### config.mk
export PLATFORM = sky130hd
export DESIGN_NAME = eprom_cfg_security
export DESIGN_NICKNAME = d
export VERILOG_FILES = /design/src/inc/eprom_cfg_pkg.sv /design/src/logic/cfg_byte_decode.sv /design/src/logic/eprom_cfg_security.sv
export SDC_FILE = /design/constraint.sdc
export NUM_CORES = 1
export LEC_CHECK = 0
export BUFFER_PORTS_ARGS = -buffer_cell sky130_fd_sc_hd__buf_2
export CAP_MARGIN = 20
export CORE_MARGIN = 3
export CORE_UTILIZATION = 57
export CTS_BUF_LIST = sky130_fd_sc_hd__clkbuf_8
export CTS_CLUSTER_DIAMETER = 200
export CTS_CLUSTER_SIZE = 16
export DETAILED_ROUTE_END_ITERATION = 10
export PLACE_DENSITY = 0.73
export SYNTH_ARGS = -nofsm -noshare
export SYNTH_HDL_FRONTEND = slang
export SYNTH_SLANG_ARGS = --single-unit
### constraint.sdc
create_clock -name i_mclk -period 4.55 [get_ports i_mclk]
set_clock_uncertainty 0.2 [all_clocks]
set_input_delay 1.365 -clock i_mclk [delete_from_list [all_inputs] [get_ports i_mclk]]
set_output_delay 1.365 -clock i_mclk [all_outputs]
set_load 0.1 [all_outputs]
### src/inc/eprom_cfg_pkg.sv
`default_nettype none
package eprom_cfg_pkg;
   // Code-space addresses
   localparam logic [15:0] SIG_ADDR_0 = 16'hfc30;
   localparam logic [15:0] SIG_ADDR_1 = 16'hfc31;
   localparam logic [15:0] SIG_ADDR_2 = 16'hfc60;
   localparam logic [15:0] CUST_BASE = 16'hffe0 & 16'hfce0;
   localparam logic [15:0] CUST_LAST = 16'hfcff;
   localparam int CUST_DEPTH = 32;
   // External-data addresses of the configuration bytes
   localparam logic [15:0] CFG1_XADDR = 16'hfd00;
   localparam logic [15:0] CFG2_XADDR = 16'hfd01;
   // Bit positions in byte one
   localparam int WDT_BIT = 7;
   localparam int RPD_BIT = 6;
   localparam int PRT_BIT = 5;
   localparam int BOV_BIT = 4;
   localparam int CYC_BIT = 3;
   // Unprogrammed values and reset values
   localparam logic [7:0] CFG_ERASED = 8'hff;
   localparam logic [7:0] SIG_RESET = 8'h00;
   // Programming commands
   localparam logic [3:0] CMD_WR_CODE = 4'h1;
   localparam logic [3:0] CMD_RD_CODE = 4'h2;
   localparam logic [3:0] CMD_WR_CFG1 = 4'h3;
   localparam logic [3:0] CMD_WR_CFG2 = 4'h4;
   localparam logic [3:0] CMD_WR_SB1 = 4'h5;
   localparam logic [3:0] CMD_WR_SB2 = 4'h6;
   localparam int FRAME_BITS = 28;
   localparam logic [4:0] FRAME_LAST = 5'h1b;
   localparam logic [3:0] READ_LAST = 4'h7;

   typedef enum logic [2:0]
   {
      CLK_HF = 3'h0,
      CLK_MF = 3'h1,
      CLK_LF = 3'h2,
      CLK_RC = 3'h3,
      CLK_EXT = 3'h7
   } clk_src_e;

   typedef struct packed
   {
      logic wdt_reset_en;
      logic reset_pin_off;
      logic port_reset_high;
      logic brownout_low;
      logic cycle_12clk;
      logic [2:0] clk_sel;
      logic clk_valid;
   } cfg_decode_s;

   typedef struct packed
   {
      logic [3:0] cmd;
      logic [15:0] addr;
      logic [7:0] data;
   } prog_frame_s;
endpackage
`default_nettype wire

### src/logic/cfg_byte_decode.sv
`timescale 1ns/1ps
`default_nettype none
module cfg_byte_decode
(
   // Byte one as latched
   input wire logic [7:0] i_cfg,
   // Decoded features
   output eprom_cfg_pkg::cfg_decode_s o_dec
);
   always_comb
   begin
      o_dec.wdt_reset_en = i_cfg[eprom_cfg_pkg::WDT_BIT];
      o_dec.reset_pin_off = i_cfg[eprom_cfg_pkg::RPD_BIT];
      o_dec.port_reset_high = i_cfg[eprom_cfg_pkg::PRT_BIT];
      o_dec.brownout_low = i_cfg[eprom_cfg_pkg::BOV_BIT];
      // cycle length, one is 12 clocks
      o_dec.cycle_12clk = i_cfg[eprom_cfg_pkg::CYC_BIT];
      o_dec.clk_sel = i_cfg[2:0];
      case (i_cfg[2:0])
         eprom_cfg_pkg::CLK_EXT, eprom_cfg_pkg::CLK_RC, eprom_cfg_pkg::CLK_LF,
         eprom_cfg_pkg::CLK_MF, eprom_cfg_pkg::CLK_HF:
            o_dec.clk_valid = 1'b1;
         default:
            o_dec.clk_valid = 1'b0;
      endcase
   end
endmodule
`default_nettype wire

### src/logic/eprom_cfg_security.sv
// Contract
// - Programming traffic runs serially on two pins, both ways, once in programming mode.
// - Three read-only signature bytes answer code-space reads at three fixed addresses.
// - A 32-byte customer area in code space returns its contents to code-space reads.
// - The programmer writes the customer area in the same session as code and config.
// - Both config bytes are latched at power up and software cannot change them.
// - Software reads both config bytes by external-data reads at fixed addresses.
// - Byte one bit 7 at zero disables watchdog reset; the timer may still interrupt.
// - Byte one bit 6 at one makes the reset pin an input-only port pin.
// - Byte one bit 5 selects ports resetting high (1) or low (0).
// - Byte one bit 4 at one picks the lower brownout level, at zero the higher.
// - With no security bit programmed the programmer may verify code.
// - With only security bit one programmed all programming is refused but bit two.
// - With both security bits programmed programming and verify are refused.
`timescale 1ns/1ps
`default_nettype none
module eprom_cfg_security
#(
   parameter int CODE_AW = 10,
   parameter logic [7:0] SIG_BYTE_0 = 8'h15, // Arbitrary identity
   parameter logic [7:0] SIG_BYTE_1 = 8'h2a, // Arbitrary identity
   parameter logic [7:0] SIG_BYTE_2 = 8'h3c  // Arbitrary identity
)
(
   // Clock and reset
   input wire logic i_mclk,
   input wire logic i_rst_n,
   // Power-up latch of stored configuration
   input wire logic i_pwr_up_load,
   input wire logic [7:0] i_nv_cfg1,
   input wire logic [7:0] i_nv_cfg2,
   // CPU read port
   input wire logic i_code_rd,
   input wire logic i_xdata_rd,
   input wire logic [15:0] i_cpu_addr,
   output logic [7:0] o_cpu_rdata,
   output logic o_cpu_hit,
   // Serial programming pins
   input wire logic i_prog_mode,
   input wire logic i_pclk,
   input wire logic i_pdat_in,
   output logic o_pdat_out,
   output logic o_pdat_oe,
   // Code memory write port and verify read data
   output logic o_code_we,
   output logic [15:0] o_code_addr,
   output logic [7:0] o_code_wdata,
   input wire logic [7:0] i_code_rdata,
   // Configuration features
   output logic [7:0] o_power_up_config_byte_one,
   output logic [7:0] o_power_up_config_byte_two,
   output logic o_wdt_reset_en,
   output logic o_reset_pin_off,
   output logic o_port_reset_high,
   output logic o_brownout_low,
   output logic o_cycle_12clk,
   output logic [2:0] o_clk_sel,
   output logic o_clk_sel_valid,
   output logic o_security_bit_one,
   output logic o_security_bit_two,
   output logic o_prog_refused
);
   ////////////////////////////////////////////////////////////////////////
   typedef enum logic [2:0]
   {
      ST_IDLE = 3'b001,
      ST_SHIFT = 3'b010,
      ST_READ = 3'b100
   } prog_state_e;

   function automatic logic in_cust(input logic [15:0] a);
      in_cust = (a >= eprom_cfg_pkg::CUST_BASE) &&
                (a <= eprom_cfg_pkg::CUST_LAST);
   endfunction

   logic [7:0] cust_mem [eprom_cfg_pkg::CUST_DEPTH];
   logic [7:0] cfg1_q, cfg1_d, cfg2_q, cfg2_d;
   logic [7:0] nv1_q, nv1_d, nv2_q, nv2_d;
   logic sb1_q, sb1_d, sb2_q, sb2_d;
   logic [7:0] rdata_q, rdata_d;
   logic hit_q, hit_d;
   prog_state_e st_q, st_d;
   logic [27:0] sh_q, sh_d;
   logic [4:0] cnt_q, cnt_d;
   logic pclk_q, pclk_d;
   logic [7:0] rd_sh_q, rd_sh_d;
   logic dout_q, dout_d, doe_q, doe_d;
   logic we_q, we_d;
   logic [15:0] waddr_q, waddr_d;
   logic [7:0] wdata_q, wdata_d;
   logic refused_q, refused_d;
   logic cust_we;
   logic [4:0] cust_idx;
   eprom_cfg_pkg::cfg_decode_s dec;
   eprom_cfg_pkg::prog_frame_s frm;
   logic rise;
   logic fall;

   cfg_byte_decode u_dec
   (
      .i_cfg(cfg1_q),
      .o_dec(dec)
   );

   ////////////////////////////////////////////////////////////////////////
   // CPU reads
   always_comb
   begin
      rdata_d = 8'h00;
      hit_d = 1'b0;
      if (i_code_rd)
      begin
         if (i_cpu_addr == eprom_cfg_pkg::SIG_ADDR_0)
         begin
            rdata_d = SIG_BYTE_0;
            hit_d = 1'b1;
         end
         else if (i_cpu_addr == eprom_cfg_pkg::SIG_ADDR_1)
         begin
            rdata_d = SIG_BYTE_1;
            hit_d = 1'b1;
         end
         else if (i_cpu_addr == eprom_cfg_pkg::SIG_ADDR_2)
         begin
            rdata_d = SIG_BYTE_2;
            hit_d = 1'b1;
         end
         else if (in_cust(i_cpu_addr))
         begin
            rdata_d = cust_mem[i_cpu_addr[4:0]];
            hit_d = 1'b1;
         end
      end
      else if (i_xdata_rd)
      begin
         if (i_cpu_addr == eprom_cfg_pkg::CFG1_XADDR)
         begin
            rdata_d = cfg1_q;
            hit_d = 1'b1;
         end
         else if (i_cpu_addr == eprom_cfg_pkg::CFG2_XADDR)
         begin
            rdata_d = cfg2_q;
            hit_d = 1'b1;
         end
      end
   end

   ////////////////////////////////////////////////////////////////////////
   // Serial programming engine
   always_comb
   begin
      pclk_d = i_pclk;
      rise = i_pclk & ~pclk_q;
      fall = ~i_pclk & pclk_q;
      st_d = st_q;
      sh_d = sh_q;
      cnt_d = cnt_q;
      rd_sh_d = rd_sh_q;
      dout_d = dout_q;
      doe_d = 1'b0;
      we_d = 1'b0;
      waddr_d = waddr_q;
      wdata_d = wdata_q;
      refused_d = refused_q;
      nv1_d = nv1_q;
      nv2_d = nv2_q;
      sb1_d = sb1_q;
      sb2_d = sb2_q;
      frm = sh_q;
      cust_we = 1'b0;
      cust_idx = 5'h00;
      case (st_q)
         ST_IDLE:
         begin
            cnt_d = 5'h00;
            if (i_prog_mode)
               st_d = ST_SHIFT;
         end
         ST_SHIFT:
         begin
            if (rise)
            begin
               sh_d = {sh_q[26:0], i_pdat_in};
               cnt_d = cnt_q + 5'h01;
               if (cnt_q == eprom_cfg_pkg::FRAME_LAST)
               begin
                  frm = {sh_q[26:0], i_pdat_in};
                  cnt_d = 5'h00;
                  refused_d = 1'b0;
                  case (frm.cmd)
                     eprom_cfg_pkg::CMD_RD_CODE:
                        if (!sb1_q && !sb2_q)
                           refused_d = 1'b1;
                        else
                        begin
                           waddr_d = frm.addr;
                           st_d = ST_READ;
                        end
                     eprom_cfg_pkg::CMD_WR_SB2:
                        sb2_d = 1'b0;
                     default:
                        if (!sb1_q)
                           refused_d = 1'b1;
                        else
                        begin
                           case (frm.cmd)
                              eprom_cfg_pkg::CMD_WR_CODE:
                              begin
                                 if (in_cust(frm.addr))
                                 begin
                                    cust_we = 1'b1;
                                    cust_idx = frm.addr[4:0];
                                 end
                                 else
                                 begin
                                    we_d = 1'b1;
                                    waddr_d = frm.addr;
                                    wdata_d = frm.data;
                                 end
                              end
                              eprom_cfg_pkg::CMD_WR_CFG1:
                                 nv1_d = nv1_q & frm.data;
                              eprom_cfg_pkg::CMD_WR_CFG2:
                                 nv2_d = nv2_q & frm.data;
                              eprom_cfg_pkg::CMD_WR_SB1:
                                 sb1_d = 1'b0;
                              default:
                                 refused_d = 1'b1;
                           endcase
                        end
                  endcase
               end
            end
            if (!i_prog_mode)
               st_d = ST_IDLE;
         end
         ST_READ:
         begin
            doe_d = 1'b1;
            if (cnt_q == 5'h00 && !rise)
               rd_sh_d = in_cust(waddr_q) ? cust_mem[waddr_q[4:0]]
                                          : i_code_rdata;
            if (rise && cnt_q[3:0] != eprom_cfg_pkg::READ_LAST + 4'h1)
            begin
               dout_d = rd_sh_q[7];
               rd_sh_d = {rd_sh_q[6:0], 1'b0};
               cnt_d = cnt_q + 5'h01;
            end
            // Hold the pin through the last high phase of the clock
            if (fall && cnt_q[3:0] == eprom_cfg_pkg::READ_LAST + 4'h1)
            begin
               cnt_d = 5'h00;
               st_d = ST_SHIFT;
            end
            if (!i_prog_mode)
               st_d = ST_IDLE;
         end
         default:
            st_d = ST_IDLE;
      endcase
   end

   always_comb
   begin
      cfg1_d = cfg1_q;
      cfg2_d = cfg2_q;
      if (i_pwr_up_load)
      begin
         cfg1_d = i_nv_cfg1 & nv1_q;
         cfg2_d = i_nv_cfg2 & nv2_q;
      end
   end

   ////////////////////////////////////////////////////////////////////////
   always_ff @(posedge i_mclk)
   begin
      if (cust_we)
         cust_mem[cust_idx] <= frm.data;
   end

   always_ff @(posedge i_mclk or negedge i_rst_n)
   begin
      if (!i_rst_n)
      begin
         cfg1_q <= eprom_cfg_pkg::CFG_ERASED;
         cfg2_q <= eprom_cfg_pkg::CFG_ERASED;
         nv1_q <= eprom_cfg_pkg::CFG_ERASED;
         nv2_q <= eprom_cfg_pkg::CFG_ERASED;
         sb1_q <= 1'b1;
         sb2_q <= 1'b1;
         rdata_q <= eprom_cfg_pkg::SIG_RESET;
         hit_q <= 1'b0;
         st_q <= ST_IDLE;
         sh_q <= 28'h0000000;
         cnt_q <= 5'h00;
         pclk_q <= 1'b0;
         rd_sh_q <= 8'h00;
         dout_q <= 1'b0;
         doe_q <= 1'b0;
         we_q <= 1'b0;
         waddr_q <= 16'h0000;
         wdata_q <= 8'h00;
         refused_q <= 1'b0;
      end
      else
      begin
         cfg1_q <= cfg1_d;
         cfg2_q <= cfg2_d;
         nv1_q <= nv1_d;
         nv2_q <= nv2_d;
         sb1_q <= sb1_d;
         sb2_q <= sb2_d;
         rdata_q <= rdata_d;
         hit_q <= hit_d;
         st_q <= st_d;
         sh_q <= sh_d;
         cnt_q <= cnt_d;
         pclk_q <= pclk_d;
         rd_sh_q <= rd_sh_d;
         dout_q <= dout_d;
         doe_q <= doe_d;
         we_q <= we_d;
         waddr_q <= waddr_d;
         wdata_q <= wdata_d;
         refused_q <= refused_d;
      end
   end

   ////////////////////////////////////////////////////////////////////////
   // Decoded outputs registered
   eprom_cfg_pkg::cfg_decode_s dec_q;
   always_ff @(posedge i_mclk or negedge i_rst_n)
   begin
      if (!i_rst_n)
         dec_q <= '1;
      else
         dec_q <= dec;
   end

   assign o_cpu_rdata = rdata_q;
   assign o_cpu_hit = hit_q;
   assign o_pdat_out = dout_q;
   assign o_pdat_oe = doe_q;
   assign o_code_we = we_q;
   assign o_code_addr = waddr_q;
   assign o_code_wdata = wdata_q;
   assign o_power_up_config_byte_one = cfg1_q;
   assign o_power_up_config_byte_two = cfg2_q;
   assign o_wdt_reset_en = dec_q.wdt_reset_en;
   assign o_reset_pin_off = dec_q.reset_pin_off;
   assign o_port_reset_high = dec_q.port_reset_high;
   assign o_brownout_low = dec_q.brownout_low;
   assign o_cycle_12clk = dec_q.cycle_12clk;
   assign o_clk_sel = dec_q.clk_sel;
   assign o_clk_sel_valid = dec_q.clk_valid;
   assign o_security_bit_one = sb1_q;
   assign o_security_bit_two = sb2_q;
   assign o_prog_refused = refused_q;
endmodule
`default_nettype wire

* After elaboration in Yosys (flattened, before gate mapping)
Memory sizes are Yosys's and may differ from the RTL's.
Index checks and enable logic that the tools add are counted.
Widths: inputs -> output; s select.
** Storage, ports and cells
- Bits in writable memories :: 256
- Memories kept :: 1
- Bits in registers :: 124
- Latch bits :: 0
- Bits in read-only memories :: 0
** Memories
- cust_mem :: depth 32, width 8, rd ports 2, clocked after memory_dff 0, write ports 1, line eprom_cfg_security.sv:76 : logic [7:0] cust_mem [eprom_cfg_pkg::CUST_DEPTH];
** Operators by class
- Magnitude comparators :: 6
- Shift operators :: 0
- Multiplexer cells :: 72
- Reduce and logical (&&, ||, !) cells :: 31
- Div/mod/pow operators :: 0
- Multipliers :: 0
- Bitwise operators :: 11
- $add $sub $neg :: 1
- Eq/ne operators :: 31
** Operators by type and width (number)
- $mux 8 :: 14
- $eq 16x16->1 const B :: 5
- $mux 16 :: 4
- $mux 5 :: 11
- $ge 16x16->1 const B :: 3
- $le 16x16->1 const B :: 3
- $and 8x8->8 :: 4
- $pmux 16 s2 :: 1
- $mux 1 :: 31
- $mux 3 :: 8
- $reduce_and 6->1 :: 3
- $ne 3x3->1 const B :: 5
- $pmux 5 s3 :: 1
- $eq 4x3->1 const B :: 3
- $eq 3x2->1 const B :: 3
- $pmux 3 s3 :: 1
- $eq 4x2->1 const B :: 2
- $reduce_and 4->1 :: 2
- $reduce_and 8->1 :: 1
- $logic_and 1x1->1 :: 7
- $reduce_and 7->1 :: 1
- $eq 3x1->1 const B :: 2
- $eq 3x3->1 const B :: 2
- $ne 2x2->1 const B :: 3
- other kinds (20) :: 32

* Longest topological paths before layout
- Word-level depth :: 11
- Mapped depth :: 8
- Gate-level depth less buffers :: 7

* By module
A second synthesis with hierarchy kept.
** Unflattened totals
- Cell total of the unflattened synthesis :: 1084
- Area total of the unflattened synthesis :: 17461.7 um^2
** By module, submodules not included
- eprom_cfg_security :: instances 1, area each 17391.7 um^2, cells each 1075
- cfg_byte_decode :: instances 1, area each 70.1 um^2, cells each 9

* Least setup slack after synthesis
Ideal clock, no wire load.
- Path kind :: input to register
- Start point :: in i_pclk
- End point :: mem cust_mem[0][0], enable pin
- Data arrival time :: 2.874 ns
- Stages on the path :: 7
- Buffers on the path :: 2
- Path slack :: 1.106 ns
- Path through :: nand4bb_4 nor3_4 and3_1 buf_2 or3b_1 clkbuf_1 nor2_1
** On the way
- Cells in the longest elaborated chain, start to end :: 5
** RTL lines
- start, declared :: line eprom_cfg_security.sv:40 : input wire logic i_pclk,
- $and 1x1->1 * :: line eprom_cfg_security.sv:154 : rise = i_pclk & ~pclk_q;
- $mux 1 :: line eprom_cfg_security.sv:182 : if (rise)
- $mux 1 :: line eprom_cfg_security.sv:173 : case (st_q)
- $mux 1 :: line eprom_cfg_security.sv:278 : if (cust_we)
- $mux 1 (not written as such) :: line eprom_cfg_security.sv:279 : cust_mem[cust_idx] <= frm.data;
- end, declared :: line eprom_cfg_security.sv:76
Every way passes the cells marked *; elsewhere a longest branch is shown, timed or not.

* Worst setup path in the final report
- Start point :: reg waddr_q[2], in the netlist o_code_addr[2]
- End point :: out o_code_addr[2]
** RTL lines
- start, declared :: line eprom_cfg_security.sv:89 : logic [15:0] waddr_q, waddr_d;
- start signal, assigned :: line eprom_cfg_security.sv:324 : waddr_q <= waddr_d;
- end, declared :: line eprom_cfg_security.sv:46 : output logic [15:0] o_code_addr,
No word-level cell between the ends.

==> impl_summary.txt <==
----------------------------------------------------
[Worst setup path]
  Cell type group with the largest total delay on the critical path ... flip-flops
  Master of the slowest instance on the critical path ... dfrtp_1
  Element type at the critical path end ... output pin
  Startpoint type of the worst setup path ... flop
  Endpoint arrival time on the critical path ... 2.25 ns
  Data required, critical path ... 2.98 ns
  Minimum setup slack among reg-to-reg paths ... 1.35 ns
  Crit Path Category ... flop to output pin
  Largest fanout on the critical path ... 21
  Crit Reg-Reg Startpoint ... sh_q[16]
  Start point of the critical path ... o_code_addr[2]
  Crit-path cells ... buf_2
  Depth of the worst register-to-register path ... 6
  Number of cells on the critical path ... 1
  Critical Path Max Stage Delay ... 1.07 ns
  Count of buffer and inverter cells on the critical path ... 1

[Logic synthesis]
  Seq cells post-synth ... 380
  Area fraction in and, or, nand and nor cells after synthesis ... 6.71%
  Cell types with the highest counts after synthesis ... 256 x edfxtp_1, 128 x mux4_2, 80 x dfrtp_1
  Post-synthesis instance area ... 17400 um2
  Cells taking the most area after synthesis ... edfxtp_1 44%, mux4_2 17%, dfrtp_1 12%, dfstp_2 6.6%, mux2_2 4.4%
  Portion of synthesized cell area occupied by the leading cell type ... 44.2%
  Cell type with the highest aggregate area in the netlist ... edfxtp_1
  Portion of the post-synthesis area used by sequential elements ... 62.4%
  Per-instance average area after synthesis ... 16.4 um2
  Number of flops mapped to enable cells by yosys ... 256
  Number of warnings issued by yosys ... 0
  Post-synthesis share of cell area spent on full adders, half adders and majority gates ... 0.144%
  Post-synthesis net count ... 1109
  Post-Syn Instances ... 1059
  Flip-flop cell with the highest count after synthesis ... edfxtp_1
  Synthesized-area fraction occupied by ao, oa, aoi and oai cells ... 5.61%
  Fraction of synthesis flops using an asynchronous set or reset pin ... 32.6%
  Most used standard cell by instance count after synthesis ... edfxtp_1
  Mux cell area share after synthesis ... 22.5%
  Number of library cell types mapped by synthesis ... 65
  XOR/XNOR Fraction of Synth Area ... 0.0504%
  Largest family of logic cells by synthesized area ... multiplexers

[Clocking]
  Number of sinks handled by clock tree synthesis ... 380
  CTS Buf Count ... 27
  Count of H-tree levels built during CTS ... 1
  Post CTS Setup Buffer Count ... 0
  Clock tree from TritonCTS ... yes
  CTS root buffer ... clkbuf_8
  Number of hold buffers added after cts ... 0
  Worst-case clock buffer depth ... 3
  Cts repair resizes ... 0
  Clock edge transition at the registers on the reported setup and hold paths ... 0.10 ns
  Worst skew pair latency ... 0.60 ns

[Worst hold path]
  Startpoint of the lowest-slack hold path ... o_power_up_config_byte_one[6]
  Hold Path Class ... flop to flop
  Instance count along the most critical hold path ... 0

[Finish]
  Layout-stage area growth over the synthesis result ... 9.35%
  Final non-filler cell total ... 1592
  Fraction of final layout cells with drive strength greater than 1 ... 37.4%
  Final net count ... 1232
  Count of antenna diodes in the layout ... 0

[Pwr]
  Relative contribution of combinational cells to total power ... 6.0%
  Leakage ... 0.00662 uW
  Internal power of the cells ... 4490 uW
  Clock network fraction of total power ... 28.6%
  Fraction of power consumed by sequential logic ... 65.4%
  Total power per unit cell area ... 306 nW/um2
  Fraction of power spent switching nets ... 22.8%
  Maximum VDD drop ... 176 uV
  Net Switching ... 1320 uW

[STA]
  Final Slew Violations ... 0
  Worst Tran Pin Value ... 1.09 ns
  Unrepaired setup endpoints after global routing ... no
  Total setup violations reported at the end of the flow ... 0
  Worst slack on hold paths ... 0.180 ns
  Worst slew margin ... 27.1%
  Clock period minus worst slack ... 3.81 ns
  Number of hold violations in the final report ... 0
  Post-route setup slack ... 0.738 ns
  Setup TNS ... 0 ns
  Maximum clock frequency ... 0.262 GHz
  Final period utilization ... 83.8%

[Floorplanning]
  Number of placed I/O pins ... 112
  Starting density of the core ... 58.2%
  Number of placement rows ... 63
  Width of the die ... 181 um
  Die outline height ... 181 um
  Core region area ... 29900 um2
  Area of the die ... 32600 um2

[Drt]
  Post-Route M1 WL ... 16.9 mm
  Wirelength, routed ... 43.3 mm
  Total met3 wirelength after detailed routing ... 4.38 mm
  DRC violation count after routing ... 0
  Met2 Routed Length ... 20.4 mm
  Number of vias in the routed layout ... 10.6k
  Number of DRC markers after the initial detailed-route iteration ... 1270
  Highest metal layer used by the detailed router ... met4
  Count of TritonRoute iterations in the first routing pass ... 5
  DR vias/cell ... 6.66
  Routed len/inst ... 27.2 um
  Number of antenna-violating nets in the routed design ... 0

[Global routing]
  Tot GR Track Use ... 26.4%
  Wire length of the first global-routing pass ... 65.4 mm
  Leftover overflow at the end of global routing ... 0
  Number of antenna violations at the first check in global routing ... 0
  Maximum number of pins on one net before global-route repair ... 81
  Vias in the first global route ... 10.4k

[Placement]
  Weighted congestion reported at the end of routability-driven placement ... 0.919
  Post-Place Worst Slack ... 0.549 ns
  Port bufs ... 111
  Detail Placement HPWL ... 30.3 mm
  Post-Place Cells ... 1543

[Job]
  Max-Cap Viols ... 0

[Outcome]
  Outcome ... finished, final reports clean

----------------------------------------------------
## sequential cells by signal, indices dropped and copies added, names as in the netlist, 3 cells and up
register                    count
cnt_q                           5
cust_mem                      256
nv1_q                           8
nv2_q                           8
o_clk_sel                       3
o_code_addr                    16
o_code_wdata                    8
o_cpu_rdata                     8
o_power_up_config_byte_one      8
o_power_up_config_byte_two      8
rd_sh_q                         8
sh_q                           27
st_q                            3
## kinds of logic after synthesis
| logic type | count (synthesis) |
|---|---|
| xor+xnor | 1 |
| compound gates | 145 |
| buf+inv | 95 |
| fa+ha+maj | 2 |
| simple gates | 213 |
| mux | 223 |
| flops | 380 |
## power groups by stage
stage	registers (uW)	logic, uW	clock network [uW]
floorplan	3860	202	0
global placement	3880	339	0
detailed placement	3880	349	0
CTS	3800	347	1700
global route	3810	376	1840
finish	3800	349	1660
## metal layers
metal / global-route usage [%] / vias up
li1: - / 4468
met1: 38.4 / 5429
met2: 41.4 / 614
met3: 4.84 / 92
met4: 8.20 / 0
met5: 0 / -
## per-stage QoR
stage | utilization, % | instance area (um2) | power [uW]
finish | 63.6 | 19000 | 5810
global route | 63.6 | 19000 | 6020
CTS | 63.6 | 19000 | 5850
detailed placement | 62.0 | 18500 | 4230
global placement | 62.0 | 18500 | 4220
floorplan | - | 17400 | 4060
## area by class of cell
class | instances | area [um2]
timing repair buffer | 163 | 1000
clock inverter | 22 | 109
multi-input combinational | 584 | 6100
clock buffer | 27 | 372
tap | 390 | 488
sequential | 380 | 10900
fill | 2119 | 10900
inverter | 26 | 97.6
## cell usage in the layout, fill, tap and decap left out, types with 5 or more instances in the layout
cell	n
nand3_1	22
nand2_1	43
nand2b_1	16
edfxtp_1	256
nor2_1	57
o21a_1	18
o22ai_1	30
buf_4	50
inv_1	47
buf_2	109
mux2i_1	27
o211ai_1	9
o2111ai_1	6
dfrtp_1	78
mux2_2	68
nand4_1	5
nor3_1	8
mux4_2	128
clkbuf_8	27
nor2b_1	10
a21oi_1	17
nand3b_1	13
o21ai_0	25
dfstp_2	44
nor4_1	5
a22oi_1	16
## final timing paths
kind	end
setup reg to reg	cust_mem[4][3]
hold / removal	o_reset_pin_off
max in group asynchronous	o_power_up_config_byte_two[4]
setup / recovery	o_code_addr[2]
hold reg to reg	o_reset_pin_off
min in group asynchronous	o_code_wdata[7]
No activity file was read; power rests on OpenSTA's default activity.
